--- src/dsc_pkg.sv ---
// Constants, codes and helpers for the drive switch configuration and brake release block
package dsc_pkg;

  // Clock and LED timing
  localparam int CLK_HZ = 50_000_000;
  localparam int LED_ON_MS = 100;
  localparam int LED_OFF_MS = 300;
  localparam int LED_ON_CYC = CLK_HZ / 1000 * LED_ON_MS;
  localparam int LED_OFF_CYC = CLK_HZ / 1000 * LED_OFF_MS;
  // Must hold the full default period of twenty million cycles; 24 bits would wrap early
  localparam int LED_CNT_W = 25;

  // Switching frequency codes, one-hot
  typedef enum logic [2:0] {
    DSC_PWM_4K = 3'h1,
    DSC_PWM_8K = 3'h2,
    DSC_PWM_16K = 3'h4
  } dsc_pwm_t;

  // Stress levels at which the variable frequency steps down
  localparam logic [1:0] STRESS_TO_8K = 2'h1;
  localparam logic [1:0] STRESS_TO_4K = 2'h2;

  // Bit positions in the synchronised pin vector
  localparam int SY_ADDR = 0;
  localparam int SY_MPDIS = 4;
  localparam int SY_LOWPWR = 5;
  localparam int SY_PWM = 6;
  localparam int SY_DAMP = 7;
  localparam int SY_MTYPE = 8;
  localparam int SY_BRKSW = 9;
  localparam int SY_CW = 10;
  localparam int SY_CCW = 11;
  localparam int SY_SEL = 12;
  localparam int SY_THERMO = 13;
  localparam int SYNC_W = 14;

  // Values after reset, consistent with all synchroniser stages at zero
  localparam logic [SYNC_W-1:0] RST_SYNC = 14'h0000;
  localparam logic [3:0] RST_ADDR = 4'h0;
  localparam logic RST_PROTECT = 1'b1;
  localparam logic RST_OFF = 1'b0;

  // Unit is enabled when exactly one direction terminal is high and no fault
  function automatic logic dsc_enabled(input logic cw, input logic ccw, input logic fault);
    dsc_enabled = (cw ^ ccw) & ~fault;
  endfunction : dsc_enabled

  // Manual brake release condition while not enabled
  function automatic logic dsc_manual(input logic cw, input logic ccw, input logic sel,
                                      input logic fault, input logic brk_sw);
    dsc_manual = ~cw & ~ccw & sel & ~fault & brk_sw;
  endfunction : dsc_manual

  // Frequency policy
  function automatic dsc_pwm_t dsc_pwm(input logic var_sw, input logic [1:0] stress);
    if (!var_sw) begin
      dsc_pwm = DSC_PWM_4K;
    end else if (stress >= STRESS_TO_4K) begin
      dsc_pwm = DSC_PWM_4K;
    end else if (stress >= STRESS_TO_8K) begin
      dsc_pwm = DSC_PWM_8K;
    end else begin
      dsc_pwm = DSC_PWM_16K;
    end
  endfunction : dsc_pwm

endpackage : dsc_pkg

--- src/dsc_led_flasher.sv ---
// Status LED flasher for manual brake release
`timescale 1ns/1ps
module dsc_led_flasher
  import dsc_pkg::*;
#(
  parameter int ON_CYC = LED_ON_CYC,
  parameter int OFF_CYC = LED_OFF_CYC,
  parameter int CNT_W = LED_CNT_W
) (
  input wire logic clock,
  input wire logic srst,
  input wire logic active,
  output logic led
);

  localparam logic [CNT_W-1:0] ON_LAST = CNT_W'(ON_CYC - 1);
  localparam logic [CNT_W-1:0] PERIOD_LAST = CNT_W'(ON_CYC + OFF_CYC - 1);

  logic [CNT_W-1:0] phase;

  // Phase counter restarts whenever flashing stops, so each burst opens with a full on time
  always_ff @(posedge clock) begin
    if (srst || !active) begin
      phase <= '0;
    end else if (phase == PERIOD_LAST) begin
      phase <= '0;
    end else begin
      phase <= phase + 1'b1;
    end
  end

  // LED lit in the first part of each period
  always_ff @(posedge clock) begin
    if (srst) begin
      led <= 1'b0;
    end else begin
      led <= active && (phase <= ON_LAST);
    end
  end

  property p_led_dark_idle;
    @(posedge clock) disable iff (srst) !active |=> !led;
  endproperty
  a_led_dark_idle: assert property (p_led_dark_idle) else $error("LED lit while idle");

  property p_led_phase;
    @(posedge clock) disable iff (srst)
      active && !$past(srst) |=> led == (($past(phase) <= ON_LAST) && $past(active));
  endproperty
  a_led_phase: assert property (p_led_phase) else $error("LED phase wrong");

  property p_led_first_on;
    @(posedge clock) disable iff (srst) $rose(active) |=> led;
  endproperty
  a_led_first_on: assert property (p_led_first_on) else $error("LED not on at start");

endmodule : dsc_led_flasher

--- src/dsc_config_brake.sv ---
// Switch bank decoder and brake release control
`timescale 1ns/1ps
module dsc_config_brake
  import dsc_pkg::*;
#(
  parameter int FLASH_ON_CYC = LED_ON_CYC,
  parameter int FLASH_OFF_CYC = LED_OFF_CYC
) (
  input wire logic clock,
  input wire logic srst,
  input wire logic addr_switch_bit0,
  input wire logic addr_switch_bit1,
  input wire logic addr_switch_bit2,
  input wire logic addr_switch_bit3,
  input wire logic motor_protect_disable_sw,
  input wire logic lower_power_rating_sw,
  input wire logic pwm_freq_select_sw,
  input wire logic noload_damping_sw,
  input wire logic motor_type_sw,
  input wire logic brake_release_no_enable_sw,
  input wire logic cw_terminal,
  input wire logic ccw_terminal,
  input wire logic setpoint_select_terminal,
  input wire logic bimetal_thermostat,
  input wire logic unit_fault,
  input wire logic [1:0] thermal_stress,
  output logic [3:0] unit_address,
  output logic motor_protect_active,
  output logic motor_protect_derated,
  output logic stall_protect_active,
  output logic thermostat_trip,
  output dsc_pwm_t pwm_freq_code,
  output logic noload_damping_active,
  output logic motor_type_special,
  output logic unit_enabled,
  output logic setpoint_two_active,
  output logic brake_release,
  output logic brake_manual_release,
  output logic status_led_flash
);

  logic [SYNC_W-1:0] pins;
  logic [SYNC_W-1:0] meta;
  logic [SYNC_W-1:0] sy;
  logic next_enabled;
  logic next_manual;

  // Pin gathering; every switch and terminal is asynchronous to the clock
  assign pins = {bimetal_thermostat, setpoint_select_terminal, ccw_terminal, cw_terminal,
                 brake_release_no_enable_sw, motor_type_sw, noload_damping_sw,
                 pwm_freq_select_sw, lower_power_rating_sw, motor_protect_disable_sw,
                 addr_switch_bit3, addr_switch_bit2, addr_switch_bit1, addr_switch_bit0};

  // Two-stage synchroniser; only the second stage feeds logic
  always_ff @(posedge clock) begin
    if (srst) begin
      meta <= RST_SYNC;
      sy <= RST_SYNC;
    end else begin
      meta <= pins;
      sy <= meta;
    end
  end

  // Enable and manual release decode from synchronised terminals
  assign next_enabled = dsc_enabled(sy[SY_CW], sy[SY_CCW], unit_fault);
  assign next_manual = dsc_manual(sy[SY_CW], sy[SY_CCW], sy[SY_SEL], unit_fault,
                                  sy[SY_BRKSW]);

  // Bus unit address; the switch position is the binary weight
  always_ff @(posedge clock) begin
    if (srst) begin
      unit_address <= RST_ADDR;
    end else begin
      unit_address <= sy[SY_ADDR +: 4];
    end
  end

  // Motor protection policy; current limit is deliberately not touched by the rating switch
  always_ff @(posedge clock) begin
    if (srst) begin
      motor_protect_active <= RST_PROTECT;
      motor_protect_derated <= RST_OFF;
      stall_protect_active <= RST_PROTECT;
      thermostat_trip <= RST_OFF;
    end else begin
      motor_protect_active <= ~sy[SY_MPDIS];
      motor_protect_derated <= sy[SY_LOWPWR];
      stall_protect_active <= ~sy[SY_LOWPWR];
      // Near-motor mounting relies on the thermostat opening its loop
      thermostat_trip <= sy[SY_MPDIS] & ~sy[SY_THERMO];
    end
  end

  // Switching frequency; stress input is from on-clock logic and is not synchronised
  always_ff @(posedge clock) begin
    if (srst) begin
      pwm_freq_code <= DSC_PWM_4K;
    end else begin
      pwm_freq_code <= dsc_pwm(sy[SY_PWM], thermal_stress);
    end
  end

  // Plain mode bits; motor type is passed on, correct setting is the installer's duty
  always_ff @(posedge clock) begin
    if (srst) begin
      noload_damping_active <= RST_OFF;
      motor_type_special <= RST_OFF;
    end else begin
      noload_damping_active <= sy[SY_DAMP];
      motor_type_special <= sy[SY_MTYPE];
    end
  end

  // Enable, setpoint and brake; fault forces applied through both decode functions
  always_ff @(posedge clock) begin
    if (srst) begin
      unit_enabled <= RST_OFF;
      setpoint_two_active <= RST_OFF;
      brake_release <= RST_OFF;
      brake_manual_release <= RST_OFF;
    end else begin
      unit_enabled <= next_enabled;
      setpoint_two_active <= next_enabled & sy[SY_SEL];
      brake_release <= next_enabled | next_manual;
      brake_manual_release <= next_manual;
    end
  end

  // Flasher follows the registered manual state, so LED lags by one cycle
  dsc_led_flasher #(
    .ON_CYC(FLASH_ON_CYC),
    .OFF_CYC(FLASH_OFF_CYC),
    .CNT_W(LED_CNT_W)
  ) u_flash (
    .clock(clock),
    .srst(srst),
    .active(brake_manual_release),
    .led(status_led_flash)
  );

  property p_addr;
    @(posedge clock) disable iff (srst)
      !$past(srst, 3) && !$past(srst, 2) && !$past(srst) |->
      unit_address == {$past(addr_switch_bit3, 3), $past(addr_switch_bit2, 3),
                       $past(addr_switch_bit1, 3), $past(addr_switch_bit0, 3)};
  endproperty
  a_addr: assert property (p_addr) else $error("Address not the switch value");

  property p_lowpwr;
    @(posedge clock) disable iff (srst)
      !$past(srst, 3) && !$past(srst, 2) && !$past(srst) |->
      stall_protect_active == !$past(lower_power_rating_sw, 3);
  endproperty
  a_lowpwr: assert property (p_lowpwr) else $error("Stall protection with lower rating");

  property p_derate;
    @(posedge clock) disable iff (srst)
      !$past(srst) |-> motor_protect_derated == $past(sy[SY_LOWPWR]);
  endproperty
  a_derate: assert property (p_derate) else $error("Derate not following switch");

  property p_protect;
    @(posedge clock) disable iff (srst)
      !$past(srst) |-> motor_protect_active == !$past(sy[SY_MPDIS]);
  endproperty
  a_protect: assert property (p_protect) else $error("Protection state wrong");

  property p_pwm_fixed;
    @(posedge clock) disable iff (srst)
      !$past(srst) && !$past(sy[SY_PWM]) |-> pwm_freq_code == DSC_PWM_4K;
  endproperty
  a_pwm_fixed: assert property (p_pwm_fixed) else $error("Not 4 kHz with switch off");

  property p_pwm_var;
    @(posedge clock) disable iff (srst)
      !$past(srst) && $past(sy[SY_PWM]) && $past(thermal_stress) == 2'h0 |->
      pwm_freq_code == DSC_PWM_16K;
  endproperty
  a_pwm_var: assert property (p_pwm_var) else $error("Not 16 kHz when cool");

  property p_damp;
    @(posedge clock) disable iff (srst)
      !$past(srst) |-> noload_damping_active == $past(sy[SY_DAMP]);
  endproperty
  a_damp: assert property (p_damp) else $error("Damping not following switch");

  property p_fault;
    @(posedge clock) disable iff (srst)
      unit_fault && !srst |=> !brake_release && !unit_enabled;
  endproperty
  a_fault: assert property (p_fault) else $error("Brake released under fault");

  property p_enable;
    @(posedge clock) disable iff (srst)
      !$past(srst) |-> unit_enabled == (($past(sy[SY_CW]) ^ $past(sy[SY_CCW]))
                                        && !$past(unit_fault));
  endproperty
  a_enable: assert property (p_enable) else $error("Enable decode wrong");

  property p_both_high;
    @(posedge clock) disable iff (srst)
      !$past(srst) && $past(sy[SY_CW]) && $past(sy[SY_CCW]) |-> !brake_release;
  endproperty
  a_both_high: assert property (p_both_high) else $error("Released with both high");

  property p_manual;
    @(posedge clock) disable iff (srst)
      !$past(srst) |-> brake_manual_release == (!$past(sy[SY_CW]) && !$past(sy[SY_CCW])
        && $past(sy[SY_SEL]) && !$past(unit_fault) && $past(sy[SY_BRKSW]));
  endproperty
  a_manual: assert property (p_manual) else $error("Manual release decode wrong");

  property p_need_sw;
    @(posedge clock) disable iff (srst)
      !$past(srst) && !$past(sy[SY_BRKSW]) && !unit_enabled |-> !brake_release;
  endproperty
  a_need_sw: assert property (p_need_sw) else $error("Released without switch");

  cover property (@(posedge clock) disable iff (srst) brake_manual_release ##1 status_led_flash);
  cover property (@(posedge clock) disable iff (srst) unit_enabled && setpoint_two_active);
  cover property (@(posedge clock) disable iff (srst) pwm_freq_code == DSC_PWM_8K);
  cover property (@(posedge clock) disable iff (srst) unit_enabled ##1 !unit_enabled);

endmodule : dsc_config_brake

--- config.mk ---
export PLATFORM = sky130hd
export DESIGN_NAME = dsc_config_brake
export DESIGN_NICKNAME = d
export VERILOG_FILES = /design/src/dsc_pkg.sv /design/src/dsc_led_flasher.sv /design/src/dsc_config_brake.sv
export SDC_FILE = /design/constraint.sdc
export NUM_CORES = 1
export LEC_CHECK = 0
export BUFFER_PORTS_ARGS = -buffer_cell sky130_fd_sc_hd__buf_2
export CORE_MARGIN = 3
export CORE_UTILIZATION = 50
export DETAILED_ROUTE_END_ITERATION = 10
export GPL_ROUTABILITY_DRIVEN = 0
export HOLD_SLACK_MARGIN = 0.15
export PLACE_DENSITY = 0.77
export SLEW_MARGIN = 30
export SYNTH_ARGS = -nofsm -noshare
export SYNTH_HDL_FRONTEND = slang
export SYNTH_HIERARCHICAL = 1
export SYNTH_SLANG_ARGS = --single-unit
export TNS_END_PERCENT = 30
--- constraint.sdc ---
create_clock -name clock -period 2.3 [get_ports clock]
set_input_delay 0.46 -clock clock [delete_from_list [all_inputs] [get_ports clock]]
set_output_delay 0.46 -clock clock [all_outputs]
set_load 0.01 [all_outputs]
==> impl_metrics.py <==
metrics = {
    "sta": {
        "max_slew.worst_pin.slew_ns": 0.365,
        "finalSetupTns_ns": 0,
        "final_max_slew_viol_count": 0,
        "clock.fmax_mhz": 497,
        "relSlewSlack": 0.754,
        "holdWs_ns": 0.291,
        "finalSetupViolations": 0,
        "fin_crit_ns": 2.01,
        "clock_skew_ns": 0.00595,
        "rsz0062_at_grt": "false",
        "finalCritPeriodShare": 0.876,
        "final_hold_viol_count": 0,
    },
    "worst_setup_path": {
        "startpoint_type": "register",
        "cp.required_ns": 2.57,
        "arrival_ns": 2.28,
        "slowest_delay_ns": 0.67,
        "crit_top_cell": "or4_1",
        "path_class": "reg -> reg",
        "critical_path.top_delay_family": "simple AND/OR/NAND/NOR gates",
        "cp_slowest_cell": "or4_1",
        "startpoint": "u_flash/phase[0]$_SDFF_PP0_",
        "crit_path_end_kind": "register",
        "critPathBufInv": 0,
        "timing.rr.start": "u_flash/phase[0]$_SDFF_PP0_",
        "rrSetupSlack_ns": 0.29,
        "path_cells": "ha_1, nand3_2, or4_1, or4_1, a21oi_1",
        "worstPathMaxFanout": 10,
    },
    "route": {
        "drt_iter0_drc": 109,
        "ant_nets": 0,
        "drc": 0,
        "vias_per_cell": 5.01,
        "firstDrtPassIters": 4,
        "wire_per_inst_um": 11.3,
        "vias": 1838,
        "routed_wl_mm": 4.13,
    },
    "power": {
        "ir_drop_uv": 488,
        "power_per_cell_area_nw_per_um2": 827,
        "p_leak_nw": 1.13,
    },
    "global_routing": {
        "overflow": 0,
        "grt_usage": 0.158,
        "grt_antenna_before_repair": 0,
        "grt_pass1_wl_mm": 7.25,
        "grt_start_max_net_pins": 41,
        "first_global_vias": 1671,
    },
    "place": {
        "dp_hpwl_mm": 2.89,
        "placed_area_um2": 2790,
        "portBuffers": 36,
    },
    "yosys": {
        "postSynthAreaPerCell_um2": 9.99,
        "syn-cell-area_um2": 2550,
        "synth_nets": 276,
        "netlist_instances": 255,
        "synthFlopType": "dfxtp_1",
        "yosys-top-cells-area": "dfxtp_1 56%, nor2b_1 8.3%, nor2_1 2.8%, xnor2_1 2.7%, or4_1 2.1%",
        "yosysTopAreaCell": "dfxtp_1",
        "synth-seq-cells": 71,
        "synth_edf_count": 0,
        "yosysSeqAreaShare": 0.558,
        "synthArstFlopShare": 0,
        "synth_top_area_frac": 0.558,
        "yosysWarnings": 6,
        "synth_cell_type_count": 39,
    },
    "cts": {
        "holdBufCountCts": 0,
        "cts-buffers-inserted": 9,
        "cts-root-buf": "clkbuf_8",
        "ctsResizeCount": 0,
        "insertion_delay_ns": 0.34,
        "clkTransAtPathRegs_ns": 0.07,
        "cts_buffer_depth": 2,
        "htreeDepth": 3,
        "cts.sinks": 71,
        "cts_setup_buffers": 0,
        "cts_tree": "yes",
    },
    "floorplanning": {
        "dieHeight_um": 77.4,
        "rows": 25,
        "io_pins": 37,
        "fp.dieW_um": 77.4,
        "start_util": 0.529,
        "die-area_um2": 5990,
        "coreArea_um2": 4820,
    },
    "min_path": {
        "hold_path_class": "in -> reg",
        "worstHoldStart": "thermal_stress[0]",
    },
    "run_status": {
        "status": "finished, final reports clean",
    },
    "finish": {
        "final_cell_mix": "71 x dfxtp_1, 36 x buf_2, 34 x nor2b_1",
        "final_common_cell": "dfxtp_1",
        "diodes": 0,
        "fin_area_um2": 3040,
        "fillerInstances": 403,
        "drive_above_1_share": 0.213,
        "area_growth_pct": 19.1,
        "layout.nets": 317,
    },
    "job": {
        "max-cap-violations": 0,
    },
}
sequential cells by signal, indices dropped and copies added, names as in the netlist, 3 cells and up:
signal	cells
meta	14
unit_address	4
u_flash/phase	25
pwm_freq_code	3
sy	14
where the power goes:
part	switching, W	internal [W]
combinational	0.0000278	0.0000338
clock	0.000439	0.000745
sequential	0.00000598	0.00126
per-layer routing:
layer  track usage  vias to the layer above  routed length, um
met5             0                        -                  0
met4        0.0765                        0                 68
met1         0.180                      818               1930
met3        0.0824                       10                219
li1              -                      954                  -
met2         0.242                       56               1910
cells in the mapped netlist (2+ instances only):
master    number
dfxtp_1       71
buf_2          7
and4_1         2
or3_1          5
nand2b_1       5
nor2_2         2
nor4b_1        2
clkbuf_1       3
nand4_1        7
xnor2_1        8
ha_1           2
nor2b_1       34
or4_1          7
nand3_1        6
o31ai_1        5
nor2_1        19
nand2_1       10
inv_1         10
xor2_1         5
nor3_1         6
o21ai_0        7
a21oi_1       10
nor4_1         6
area by class of cell:
cell class / count / area (um^2) / area share
Tap cell: 67 / 83.8 / 0.0276
Sequential cell: 71 / 1420 / 0.468
Timing Repair Buffer: 41 / 218 / 0.0717
Inverter: 10 / 37.5 / 0.0124
Clock buffer: 10 / 138 / 0.0453
Clock inverter: 5 / 106 / 0.0350
Multi-Input combinational cell: 163 / 1030 / 0.340
path summary, 6_finish.rpt:
| kind | to | depth (start not counted) |
|---|---|---|
| worst min register to register | thermostat_trip$_SDFF_PP0_ | 1 |
| worst min-delay path | pwm_freq_code[2]$_SDFF_PP0_ | 2 |
| worst max-delay path | u_flash/phase[24]$_SDFF_PP0_ | 5 |
| worst max register to register | u_flash/phase[24]$_SDFF_PP0_ | 5 |
kinds of logic (layout without fill, tap and decap cells):
logic type | after synthesis | in the layout | share of synthesized area
buffers and inverters | 21 | 66 | 0.0373
xor gates and xnor gates | 13 | 13 | 0.0447
DFF | 71 | 71 | 0.558
and+or+nand+nor | 120 | 120 | 0.282
adders and majority gates | 2 | 2 | 0.00982
AOI/OAI and AO/OA | 28 | 28 | 0.0682
per-stage QoR:
stage,cells,total power [W],setup slack (ns),util
final,367,0.00251,0.286,0.630
after global routing,367,0.00261,0.167,0.630
after CTS,367,0.00255,0.280,0.630
after detailed placement,352,0.00136,0.293,0.580
after global placement,352,0.00135,0.360,0.580
after floorplan,255,0.00133,0.329,-
worst register-to-register path, stage by stage, from the launching register on:
cell and delay (ns):
dfxtp_1 0.39, ha_1 0.22, nand3_2 0.08, or4_1 0.67, or4_1 0.44, a21oi_1 0.15
(Power assumes the default switching activity.)
